**src/hdl/mmdia_pkg.sv**
```systemverilog
/*
  Constants for the indirect extended register access block.
  Assumes a 32-bit classic Wishbone slave on one 100 MHz clock.
*/
// Behaviour
// - Control 0x1F: data-register writes load and keep reloading the pointer.
// - Control 0x1: pointer access for the PMA extended space.
// - Address function: data-register reads return the pointer itself.
// - Control 0x401F: data-register accesses reach the pointed register, pointer kept.
// - No-increment data function: repeated writes hit the same register.
// - No-increment data function: repeated reads return the same register.
// - Control 0x4001: non-incrementing data access to the pointed PMA register.
// - Control 0x801F: pointer increments after every read and every write.
// - Incrementing data function: each further write lands one address higher.
// - Function 10: each further read returns the next higher register.
// - Control 0xC01F: pointer increments after writes.
// - PMA controls 0x8001 and 0xC001 behave like the general ones.
// - Function 11: reads leave the pointer unchanged.
// - Accesses with an unsupported space select are ignored.
// - Control at register 0xD, address/data at 0xE; function 15:14, select 4:0.
package mmdia_pkg;

  // Bus geometry
  localparam int unsigned WB_ADR_W = 8;
  localparam int unsigned WB_DAT_W = 32;
  localparam int unsigned WB_SEL_W = 4;
  localparam int unsigned REG_W    = 16;
  localparam int unsigned PTR_W    = 16;

  // Register indices; byte address is four times the index
  localparam logic [5:0] IDX_ACCESS_CONTROL = 6'h0D;
  localparam logic [5:0] IDX_ADDRESS_DATA   = 6'h0E;
  localparam logic [5:0] IDX_STATUS         = 6'h10;

  // Control register fields
  localparam int unsigned FUNC_HI = 15;
  localparam int unsigned FUNC_LO = 14;
  localparam int unsigned SEL_HI  = 4;
  localparam int unsigned SEL_LO  = 0;

  // Status register fields
  localparam int unsigned ST_PTR_LO  = 0;
  localparam int unsigned ST_FUNC_LO = 16;
  localparam int unsigned ST_VALID   = 18;
  localparam int unsigned ST_PMA     = 19;

  // Supported space selects
  localparam logic [4:0] SPACE_GENERAL = 5'h1F;
  localparam logic [4:0] SPACE_PMA     = 5'h01;

  // Reset values
  localparam logic [REG_W-1:0] CONTROL_RESET = 16'h0000;
  localparam logic [PTR_W-1:0] PTR_RESET     = 16'h0000;

  typedef enum logic [1:0] {
    FN_ADDRESS     = 2'b00,
    FN_DATA        = 2'b01,
    FN_DATA_INC_RW = 2'b10,
    FN_DATA_INC_WR = 2'b11
  } mmdia_func_t;

  typedef enum logic {
    BUS_IDLE = 1'b0,
    BUS_ACK  = 1'b1
  } mmdia_bus_t;

endpackage : mmdia_pkg

```
**src/hdl/mmdia_ptr.sv**
```systemverilog
/*
  Extended address pointer with load and post-increment.
  Assumes load and increment are never requested in the same cycle.
*/
`timescale 1ns/1ps
module mmdia_ptr (
  input  wire logic                         clk,     // System clock
  input  wire logic                         rst_n,   // Synchronous reset, low
  input  wire logic                         load,    // Load new pointer value
  input  wire logic [mmdia_pkg::PTR_W-1:0]  load_val, // Value to load
  input  wire logic                         inc,     // Post-increment strobe
  output logic      [mmdia_pkg::PTR_W-1:0]  ptr      // Current pointer
);

  // Load from the bus, or advance; width-limited add wraps at the top
  always_ff @(posedge clk) begin
    if (!rst_n) begin
      ptr <= mmdia_pkg::PTR_RESET;
    end else if (load) begin
      ptr <= load_val;
    end else if (inc) begin
      ptr <= ptr + 16'h0001;
    end
  end

endmodule : mmdia_ptr

```
**src/hdl/mmdia_ext_regs.sv**
```systemverilog
/*
  Storage for the general and PMA extended register spaces.
  Assumes the caller gates writes with the space select already decoded.
*/
`timescale 1ns/1ps
module mmdia_ext_regs #(
  parameter int unsigned ADDR_W = 6 // Implemented words per space: 2**ADDR_W
) (
  input  wire logic                         clk,      // System clock
  input  wire logic                         rst_n,    // Synchronous reset, low
  input  wire logic                         wr_en,    // Write strobe
  input  wire logic                         pma,      // Space: 1 PMA, 0 general
  input  wire logic [ADDR_W-1:0]            addr,     // Word within the space
  input  wire logic [mmdia_pkg::REG_W-1:0]  wr_data,  // Data to store
  output logic      [mmdia_pkg::REG_W-1:0]  rd_data   // Stored word, combinational
);

  localparam int unsigned DEPTH = 1 << ADDR_W;

  logic [mmdia_pkg::REG_W-1:0] general_mem [DEPTH];
  logic [mmdia_pkg::REG_W-1:0] pma_mem     [DEPTH];

  // Cleared on reset so reads never return unknowns
  always_ff @(posedge clk) begin
    if (!rst_n) begin
      for (int i = 0; i < DEPTH; i++) begin
        general_mem[i] <= '0;
        pma_mem[i]     <= '0;
      end
    end else if (wr_en) begin
      if (pma) begin
        pma_mem[addr] <= wr_data;
      end else begin
        general_mem[addr] <= wr_data;
      end
    end
  end

  assign rd_data = pma ? pma_mem[addr] : general_mem[addr];

endmodule : mmdia_ext_regs

```
**src/hdl/mmdia_top.sv**
```systemverilog
/*
  Indirect access to extended register spaces through a control
  register and an address/data register, as a classic Wishbone slave.
  Assumes a single-cycle classic master that holds each request until
  it sees ack and then drops cyc and stb for at least one cycle.
*/
`timescale 1ns/1ps
module mmdia_top #(
  parameter int unsigned EXT_ADDR_W = 6 // Implemented extended words per space: 2**EXT_ADDR_W
) (
  input  wire logic                            clk,          // 100 MHz clock
  input  wire logic                            rst_n,        // Sync reset, low
  input  wire logic                            wb_cyc_i,     // Bus cycle
  input  wire logic                            wb_stb_i,     // Strobe
  input  wire logic                            wb_we_i,      // Write enable
  input  wire logic [mmdia_pkg::WB_ADR_W-1:0]  wb_adr_i,     // Byte address
  input  wire logic [mmdia_pkg::WB_SEL_W-1:0]  wb_sel_i,     // Byte lanes
  input  wire logic [mmdia_pkg::WB_DAT_W-1:0]  wb_dat_i,     // Write data
  output logic      [mmdia_pkg::WB_DAT_W-1:0]  wb_dat_o,     // Read data
  output logic                                 wb_ack_o,     // Acknowledge
  output logic                                 ext_wr_valid, // Extended write pulse
  output logic                                 ext_wr_pma,   // Written space is PMA
  output logic      [mmdia_pkg::PTR_W-1:0]     ext_wr_addr,  // Written address
  output logic      [mmdia_pkg::REG_W-1:0]     ext_wr_data,  // Written value
  output logic      [mmdia_pkg::PTR_W-1:0]     ptr_out       // Pointer mirror
);

  // Parameter sanity: storage cannot exceed what the pointer reaches
  if (EXT_ADDR_W < 1 || EXT_ADDR_W > mmdia_pkg::PTR_W) begin : g_bad_width
    $error("EXT_ADDR_W must lie between 1 and the pointer width");
  end

  // Helpers below assume 16-bit registers in the low half of a 32-bit bus
  if (mmdia_pkg::REG_W != 16 || mmdia_pkg::WB_DAT_W != 32) begin : g_bad_bus
    $error("Register and bus widths must be 16 and 32 bits");
  end

  // One pointer feeds the load and data paths, so it is one register wide
  if (mmdia_pkg::PTR_W != mmdia_pkg::REG_W) begin : g_bad_ptr
    $error("Pointer width must equal the register width");
  end

  // Byte addresses are six index bits above two lane bits
  if (mmdia_pkg::WB_ADR_W != 8 || mmdia_pkg::WB_SEL_W != 4) begin : g_bad_adr
    $error("Byte address must be 8 bits and lane select 4 bits");
  end

  // Aliased registers would both react to one access
  if (mmdia_pkg::IDX_ACCESS_CONTROL == mmdia_pkg::IDX_ADDRESS_DATA
      || mmdia_pkg::IDX_STATUS == mmdia_pkg::IDX_ACCESS_CONTROL
      || mmdia_pkg::IDX_STATUS == mmdia_pkg::IDX_ADDRESS_DATA) begin : g_bad_idx
    $error("Register indices must be distinct");
  end

  // Control layout: two function bits above a five-bit space select
  if (mmdia_pkg::FUNC_HI != mmdia_pkg::FUNC_LO + 1
      || mmdia_pkg::SEL_HI != mmdia_pkg::SEL_LO + 4
      || mmdia_pkg::FUNC_LO <= mmdia_pkg::SEL_HI
      || mmdia_pkg::FUNC_HI >= mmdia_pkg::REG_W) begin : g_bad_fields
    $error("Function and space select fields do not fit the control register");
  end

  // The two served spaces must decode apart
  if (mmdia_pkg::SPACE_GENERAL == mmdia_pkg::SPACE_PMA) begin : g_bad_space
    $error("General and PMA space selects must differ");
  end

  // Status layout: pointer below the function field, flags above it
  if (mmdia_pkg::ST_FUNC_LO < mmdia_pkg::ST_PTR_LO + mmdia_pkg::PTR_W
      || mmdia_pkg::ST_VALID < mmdia_pkg::ST_FUNC_LO + 2
      || mmdia_pkg::ST_PMA >= mmdia_pkg::WB_DAT_W) begin : g_bad_status
    $error("Status fields overlap or exceed the bus word");
  end

  // Short local names for the package widths
  localparam int unsigned REG_W = mmdia_pkg::REG_W;
  localparam int unsigned PTR_W = mmdia_pkg::PTR_W;
  localparam int unsigned DAT_W = mmdia_pkg::WB_DAT_W;

  // Byte address of a register index
  function automatic logic [mmdia_pkg::WB_ADR_W-1:0] reg_addr(
    input logic [5:0] idx
  );
    reg_addr = {idx, 2'b00};
  endfunction : reg_addr

  // Merge a write into a 16-bit register by byte lanes
  function automatic logic [15:0] lane_merge(
    input logic [15:0] old_val,
    input logic [15:0] new_val,
    input logic [1:0]  lanes
  );
    lane_merge = old_val;
    if (lanes[0]) begin
      lane_merge[7:0] = new_val[7:0];
    end
    if (lanes[1]) begin
      lane_merge[15:8] = new_val[15:8];
    end
  endfunction : lane_merge

  // Widen a 16-bit register to a bus word with zero upper bits
  function automatic logic [31:0] widen(
    input logic [15:0] val
  );
    widen = {16'h0000, val};
  endfunction : widen

  // Access flow: software sets the control register, then uses the address/data
  // register. The address function loads or returns the pointer; the data
  // functions reach the pointed word in the selected space and may advance the
  // pointer once the access is over. Only the general and PMA spaces are served;
  // accesses under any other select are acknowledged and otherwise ignored.
  // Registers and state
  mmdia_pkg::mmdia_bus_t      bus_state_reg;
  logic [REG_W-1:0]           control_reg;
  logic [DAT_W-1:0]           rdata_reg;
  logic                       ext_wr_valid_reg;
  logic                       ext_wr_pma_reg;
  logic [PTR_W-1:0]           ext_wr_addr_reg;
  logic [REG_W-1:0]           ext_wr_data_reg;
  logic [PTR_W-1:0]           ptr_out_reg;

  // Pointer and storage interface
  logic [PTR_W-1:0]           ptr;
  logic                       ptr_load;
  logic [PTR_W-1:0]           ptr_load_val;
  logic                       ptr_inc;
  logic                       ext_wr_en;
  logic [REG_W-1:0]           ext_rd_data;
  logic [REG_W-1:0]           ext_wr_word;
  logic                       ext_in_range;

  // Request decode
  logic                       req;
  logic                       wr_req;
  logic                       rd_req;
  logic                       hit_control;
  logic                       hit_addr_data;
  logic                       hit_status;
  logic [1:0]                 lanes;
  logic [REG_W-1:0]           wdata16;

  // Control fields
  mmdia_pkg::mmdia_func_t     func;
  logic [4:0]                 space_sel;
  logic                       space_ok;
  logic                       space_pma;
  logic                       data_mode;
  logic [REG_W-1:0]           data_read;
  logic [DAT_W-1:0]           status_word;

  // A request is taken only from idle, so the held cycle is not retaken
  assign req    = wb_cyc_i && wb_stb_i && (bus_state_reg == mmdia_pkg::BUS_IDLE);
  assign wr_req = req && wb_we_i;
  assign rd_req = req && !wb_we_i;

  // Address decode; registers sit at four times their index
  assign hit_control   = (wb_adr_i == reg_addr(mmdia_pkg::IDX_ACCESS_CONTROL));
  assign hit_addr_data = (wb_adr_i == reg_addr(mmdia_pkg::IDX_ADDRESS_DATA));
  assign hit_status    = (wb_adr_i == reg_addr(mmdia_pkg::IDX_STATUS));

  // Only the low two lanes carry register bits
  assign lanes   = wb_sel_i[1:0];
  assign wdata16 = wb_dat_i[REG_W-1:0];

  // Field extraction from the control register
  assign func      = mmdia_pkg::mmdia_func_t'(
                       control_reg[mmdia_pkg::FUNC_HI:mmdia_pkg::FUNC_LO]);
  assign space_sel = control_reg[mmdia_pkg::SEL_HI:mmdia_pkg::SEL_LO];

  // Only the general and PMA spaces are served
  assign space_pma = (space_sel == mmdia_pkg::SPACE_PMA);
  assign space_ok  = (space_sel == mmdia_pkg::SPACE_GENERAL) || space_pma;
  assign data_mode = (func != mmdia_pkg::FN_ADDRESS);

  // Storage beyond the implemented depth reads zero, drops writes
  // The pointer still advances there, so a wrap stays visible to software
  assign ext_in_range = (ptr >> EXT_ADDR_W) == '0;

  // Address function: a write reloads the pointer, lanes merged
  assign ptr_load     = wr_req && hit_addr_data && space_ok && !data_mode;
  assign ptr_load_val = lane_merge(ptr, wdata16, lanes);

  // Post-increment after the access, by function and direction
  always_comb begin
    ptr_inc = 1'b0;
    if (req && hit_addr_data && space_ok) begin
      case (func)
        mmdia_pkg::FN_ADDRESS:     ptr_inc = 1'b0;
        mmdia_pkg::FN_DATA:        ptr_inc = 1'b0;
        mmdia_pkg::FN_DATA_INC_RW: ptr_inc = 1'b1;
        mmdia_pkg::FN_DATA_INC_WR: ptr_inc = wb_we_i;
        default:                   ptr_inc = 1'b0;
      endcase
    end
  end

  // Data function writes go to the pointed register in the chosen space
  assign ext_wr_en = wr_req && hit_addr_data && space_ok && data_mode
                     && ext_in_range;

  // Partial writes merge with the stored word, so lanes stay independent
  assign ext_wr_word = lane_merge(ext_rd_data, wdata16, lanes);

  // What a read of the address/data register returns
  always_comb begin
    data_read = 16'h0000;
    if (space_ok) begin
      if (!data_mode) begin
        data_read = ptr;
      end else if (ext_in_range) begin
        data_read = ext_rd_data;
      end
    end
  end

  // Status word: pointer, function, space validity and PMA selection
  // Read only; a write to it is acknowledged and changes nothing
  always_comb begin
    status_word = '0;
    status_word[mmdia_pkg::ST_PTR_LO +: PTR_W] = ptr;
    status_word[mmdia_pkg::ST_FUNC_LO +: 2]    = func;
    status_word[mmdia_pkg::ST_VALID]           = space_ok;
    status_word[mmdia_pkg::ST_PMA]             = space_pma;
  end

  // Pointer, shared by both spaces
  mmdia_ptr u_ptr (
    .clk      (clk),
    .rst_n    (rst_n),
    .load     (ptr_load),
    .load_val (ptr_load_val),
    .inc      (ptr_inc),
    .ptr      (ptr)
  );

  // Extended storage; a partial write merges with the stored word
  mmdia_ext_regs #(
    .ADDR_W (EXT_ADDR_W)
  ) u_ext_regs (
    .clk     (clk),
    .rst_n   (rst_n),
    .wr_en   (ext_wr_en),
    .pma     (space_pma),
    .addr    (ptr[EXT_ADDR_W-1:0]),
    .wr_data (ext_wr_word),
    .rd_data (ext_rd_data)
  );

  // Bus handshake: one ack cycle per request, then back to idle
  // Idle in between, so a request still held while ack stands is not retaken
  always_ff @(posedge clk) begin
    if (!rst_n) begin
      bus_state_reg <= mmdia_pkg::BUS_IDLE;
    end else begin
      case (bus_state_reg)
        mmdia_pkg::BUS_IDLE: begin
          if (req) begin
            bus_state_reg <= mmdia_pkg::BUS_ACK;
          end
        end
        mmdia_pkg::BUS_ACK: begin
          bus_state_reg <= mmdia_pkg::BUS_IDLE;
        end
        default: begin
          bus_state_reg <= mmdia_pkg::BUS_IDLE;
        end
      endcase
    end
  end

  // Control register; always writable so software can leave a bad select
  // Lanes merge, so a low-byte write changes only bits 7:0 and leaves the function bits
  always_ff @(posedge clk) begin
    if (!rst_n) begin
      control_reg <= mmdia_pkg::CONTROL_RESET;
    end else if (wr_req && hit_control) begin
      control_reg <= lane_merge(control_reg, wdata16, lanes);
    end
  end

  // Read data captured at the take edge; unmapped reads give zero
  // Data reads see the pointer before this access advances it
  always_ff @(posedge clk) begin
    if (!rst_n) begin
      rdata_reg <= '0;
    end else if (rd_req) begin
      if (hit_control) begin
        rdata_reg <= widen(control_reg);
      end else if (hit_addr_data) begin
        rdata_reg <= widen(data_read);
      end else if (hit_status) begin
        rdata_reg <= status_word;
      end else begin
        rdata_reg <= '0;
      end
    end
  end

  // Notify the device core of each landed extended write
  always_ff @(posedge clk) begin
    if (!rst_n) begin
      ext_wr_valid_reg <= 1'b0;
    end else begin
      ext_wr_valid_reg <= ext_wr_en;
    end
  end

  // Space, address and word of the last landed write, held for the core
  always_ff @(posedge clk) begin
    if (!rst_n) begin
      ext_wr_pma_reg  <= 1'b0;
      ext_wr_addr_reg <= '0;
      ext_wr_data_reg <= '0;
    end else if (ext_wr_en) begin
      ext_wr_pma_reg  <= space_pma;
      ext_wr_addr_reg <= ptr;
      ext_wr_data_reg <= ext_wr_word;
    end
  end

  // Pointer mirror registered so the output stays glitch free
  // Lags the internal pointer by one cycle
  always_ff @(posedge clk) begin
    if (!rst_n) begin
      ptr_out_reg <= mmdia_pkg::PTR_RESET;
    end else begin
      ptr_out_reg <= ptr;
    end
  end

  // Outputs straight from flip-flops
  assign wb_ack_o     = (bus_state_reg == mmdia_pkg::BUS_ACK);
  assign wb_dat_o     = rdata_reg;
  assign ext_wr_valid = ext_wr_valid_reg;
  assign ext_wr_pma   = ext_wr_pma_reg;
  assign ext_wr_addr  = ext_wr_addr_reg;
  assign ext_wr_data  = ext_wr_data_reg;
  assign ptr_out      = ptr_out_reg;

endmodule : mmdia_top

```
**config.mk**
```make
export PLATFORM = sky130hd
export DESIGN_NAME = mmdia_top
export DESIGN_NICKNAME = d
export VERILOG_FILES = /design/src/hdl/mmdia_pkg.sv /design/src/hdl/mmdia_ptr.sv /design/src/hdl/mmdia_ext_regs.sv /design/src/hdl/mmdia_top.sv
export SDC_FILE = /design/constraint.sdc
export NUM_CORES = 2
export LEC_CHECK = 0
export ABC_CLOCK_PERIOD_IN_PS = 5200
export BUFFER_PORTS_ARGS = -buffer_cell sky130_fd_sc_hd__clkbuf_2
export CORE_UTILIZATION = 40
export CTS_BUF_LIST = sky130_fd_sc_hd__clkbuf_8
export DETAILED_ROUTE_END_ITERATION = 10
export SLEW_MARGIN = 0
export SYNTH_ARGS = -nofsm -noshare
export SYNTH_HDL_FRONTEND = slang
export SYNTH_HIERARCHICAL = 1
export SYNTH_SLANG_ARGS = --single-unit
```
**constraint.sdc**
```tcl
create_clock -name clk -period 5.2 [get_ports clk]
set_clock_uncertainty 0.1 [all_clocks]
set_input_delay 0 -clock clk [delete_from_list [all_inputs] [get_ports clk]]
set_output_delay 0 -clock clk [all_outputs]
set_load 0.02 [all_outputs]
```
==> load_flow_metrics.sql <==
INSERT INTO impl_metrics (metric_group, metric, value, unit) VALUES
('outcome', 'run_status', 'finished with violations', ''),
('outcome', 'failed_checks', 'setup timing', ''),
('logic_synthesis', 'synthCells', '7481', ''),
('global_routing', 'grt_pass1_wl', '487200', 'µm'),
('sta', 'slew_headroom', '5.216', '%'),
('logic_synthesis', 'yosysWarningCount', '6', ''),
('drt', 'drt.antenna.violating_nets', '0', ''),
('sta', 'period_needed', '5.234', 'ns'),
('logic_synthesis', 'postSynth.asyncResetShare', '0', '%'),
('clock_network', 'path_clk_slew', '0.07', 'ns'),
('sta', 'final.setup.worst_slack', '-0.03352', 'ns'),
('run', 'max_cap_violations', '0', ''),
('clock_network', 'clock-sinks', '2151', ''),
('global_routing', 'antenna_found_initial', '16', ''),
('placement', 'gp_congestion', '0.9298', ''),
('min_path', 'holdCritPathClass', 'input pin to flop', ''),
('pwr', 'cellPowerDensity', '309.9', 'mW/mm²'),
('setup_path', 'critPathLaunchType', 'flop', ''),
('pwr', 'vdd_ir_drop_max', '274.6', 'µV'),
('pwr', 'cellInternalPower', '27230', 'µW'),
('clock_network', 'clock-root-buffer', 'clkbuf_8', ''),
('setup_path', 'cp_data_arrival_time', '5.93', 'ns'),
('placement', 'detailed_place.area', '0.1074', 'mm²'),
('sta', 'timing.final.max_slew_violations', '0', ''),
('min_path', 'min_from', 'rst_n', ''),
('logic_synthesis', 'syn-mean-instance-area', '13.30', 'µm²'),
('die', 'design.die.area', '0.2507', 'mm²'),
('logic_synthesis', 'post_synth_instance_area', '0.09948', 'mm²'),
('drt', 'vias', '68180', ''),
('drt', 'via_per_inst', '5.894', ''),
('setup_path', 'critical_path.reg2reg.startpoint', 'u_ptr/ptr[2]', ''),
('die', 'die_h', '500.7', 'µm'),
('drt', 'avgRoutedWirePerCell', '30.06', 'µm'),
('clock_network', 'cts_buffer_depth', '4', ''),
('min_path', 'whs_path_depth', '5', ''),
('placement', 'numPlacedInstances', '10820', ''),
('logic_synthesis', 'synth.distinct_cells', '89', ''),
('global_routing', 'grt_pass1_vias', '65650', ''),
('setup_path', 'worstSetupPathType', 'flop to flop', ''),
('placement', 'place.port_buffers', '101', ''),
('final_layout', 'finish.cell_count_without_fillers', '11570', ''),
('pwr', 'power.combinational.fraction', '5.0', '%'),
('die', 'io_pins', '132', ''),
('global_routing', 'grt_util_all_layers', '27.14', '%'),
('setup_path', 'setup.reg_to_reg.worst_slack', '-0.03', 'ns'),
('sta', 'final_min_period_over_clock_period', '100.6', '%'),
('setup_path', 'cp.required', '5.90', 'ns'),
('clock_network', 'cts_buffers', '362', ''),
('drt', 'detail_route.first_pass.iterations', '6', ''),
('global_routing', 'grt_overflow_total', '0', ''),
('pwr', 'net_switching_power', '8366', 'µW'),
('die', 'rows', '182', ''),
('sta', 'setup_violations', '16', ''),
('pwr', 'p_leak', '0.04031', 'µW'),
('pwr', 'sw_frac_of_total', '23.51', '%'),
('final_layout', 'post_layout_net_count', '8021', ''),
('die', 'initial_core_util', '40.34', '%'),
('setup_path', 'timing.critical_path.to_type', 'flop', ''),
('final_layout', 'filler_cell_count', '21840', ''),
('pwr', 'sequentialPowerShare', '56.0', '%'),
('logic_synthesis', 'predominant_post_synthesis_flop_cell', 'edfxtp_1', ''),
('sta', 'worst_slew_pin_slew', '1.417', 'ns'),
('die', 'core_area', '0.2466', 'mm²'),
('setup_path', 'worst_setup_sp', 'u_ptr/ptr[2]', ''),
('final_layout', 'flow.area_growth_from_synthesis', '15.45', '%'),
('sta', 'fin_hold_ws', '0.1174', 'ns'),
('global_routing', 'grt_start_max_net_pins', '114', ''),
('final_layout', 'drive_above_1_share', '19.46', '%'),
('drt', 'drcViolationCount', '0', ''),
('logic_synthesis', 'synth-seq-cells', '2151', ''),
('logic_synthesis', 'synth_edf_count', '2048', '');
[layout by cell type (no fill, tap or decap), types with 16 or more instances in the layout]
master            n
and2_1         2051
edfxtp_1       2048
buf_4           575
clkbuf_8        374
mux2i_1         294
nor2_1          241
nand2_1         184
mux2_2          169
a22oi_1         159
a221oi_1        158
inv_1           150
o21ai_0         145
a21oi_1         124
o22ai_1         121
o21ai_1         118
mux4_2          114
buf_12          102
dfxtp_1         100
clkbuf_2        100
dlygate4sd3_1    97
clkinv_1         92
a221o_1          80
a22o_1           55
a31oi_1          55
nand3_1          48
and3_1           39
o21ai_2          38
clkinv_2         36
o221ai_1         31
diode_2          23
o22a_1           22
o2bb2ai_1        18
o21ai_4          16
[critical path, cell delays in order (launching register included)]
cell      delay (ns)
dfxtp_4         0.77
buf_12          0.30
buf_4           0.29
mux2_2          0.37
a221oi_1        0.46
o22ai_1         0.19
buf_4           0.19
a211o_1         0.31
nor4_2          0.60
buf_4           0.22
a31oi_1         0.14
inv_1           0.20
o21ai_4         0.11
buf_12          0.22
and2_1          0.23
[path summary, 6_finish.rpt]
path                                    end
setup / recovery  u_ext_regs/pma_mem[40][7]
hold reg to reg                wb_dat_o[17]
hold / removal                 u_ptr/ptr[6]
setup reg to reg  u_ext_regs/pma_mem[40][7]
[cell usage after synthesis (121+ instances only)]
library cell  count  area share [%]
o21ai_0         290             1.5
nand2_1         186            0.70
a22oi_1         159             1.2
o22ai_1         121            0.76
buf_2           131            0.66
nor2_1          245            0.92
a221oi_1        158             1.4
mux2_2          169             1.9
and2_1         2055              13
mux2i_1         294             3.0
clkbuf_1        488             1.8
a21oi_1         124            0.62
edfxtp_1       2048              62
[power by group through the flow]
stage	combinational, µW	sequential, µW	clock (µW)
after floorplan	807	20200	0
after global placement	1700	20200	0
after detailed placement	1720	20300	0
after CTS	1770	19900	14000
after global routing	1850	20000	14700
final	1790	19900	13900
[through the flow]
stage	total power, µW	TNS, ns	setup WS, ns
2_1_floorplan	21040	0	1.416
3_3_place_gp	21950	-13.93	-0.1567
3_5_place_dp	22010	-25.89	-0.2586
4_1_cts	35740	0	0.1418
5_1_grt	36570	0	0.03232
6_report	35590	-0.3236	-0.03352
[metal layers]
layer / global-route usage, % / wire [µm] / up-vias
li1: - / - / 28540
met1: 37.21 / 138600 / 34610
met2: 40.95 / 153800 / 4333
met3: 6.203 / 39260 / 691
met4: 12.21 / 16110 / 2
met5: 0 / 13 / -
[logic make-up (layout without fill, tap and decap cells)]
| logic type | count (synthesis) | in the layout | synth area share, % |
|---|---|---|---|
| AOI/OAI and AO/OA | 1243 | 1243 | 8.751 |
| xor gates and xnor gates | 15 | 15 | 0.1321 |
| adders and majority gates | 1 | 1 | 0.01258 |
| buffers and inverters | 806 | 1546 | 3.752 |
| DFF | 2151 | 2151 | 63.89 |
| muxes | 582 | 582 | 7.516 |
| other | 1 | 35 | 0.003769 |
| and+or+nand+nor | 2682 | 2682 | 15.94 |
[area by class of cell]
class | instances | area (µm²) | share of cell area [%]
inverters | 45 | 178.9 | 0.1558
clock inverters | 251 | 1204 | 1.048
diodes | 23 | 57.56 | 0.05011
multi-input cells | 4535 | 32680 | 28.45
flip-flops and latches | 2151 | 63570 | 55.35
well taps | 3312 | 4144 | 3.608
repair buffers | 876 | 7869 | 6.851
clock buffers | 374 | 5147 | 4.482
[timing repair]
action | 4_1_cts | 5_1_grt
hold buffers | 97 | 0
setup endpoints to repair | 129 | 2
hold endpoints to repair | 3035 | 0
resized for setup | 1 | 1
setup buffers | 1 | 1
Note: power is estimated with default switching activity, not from simulation.
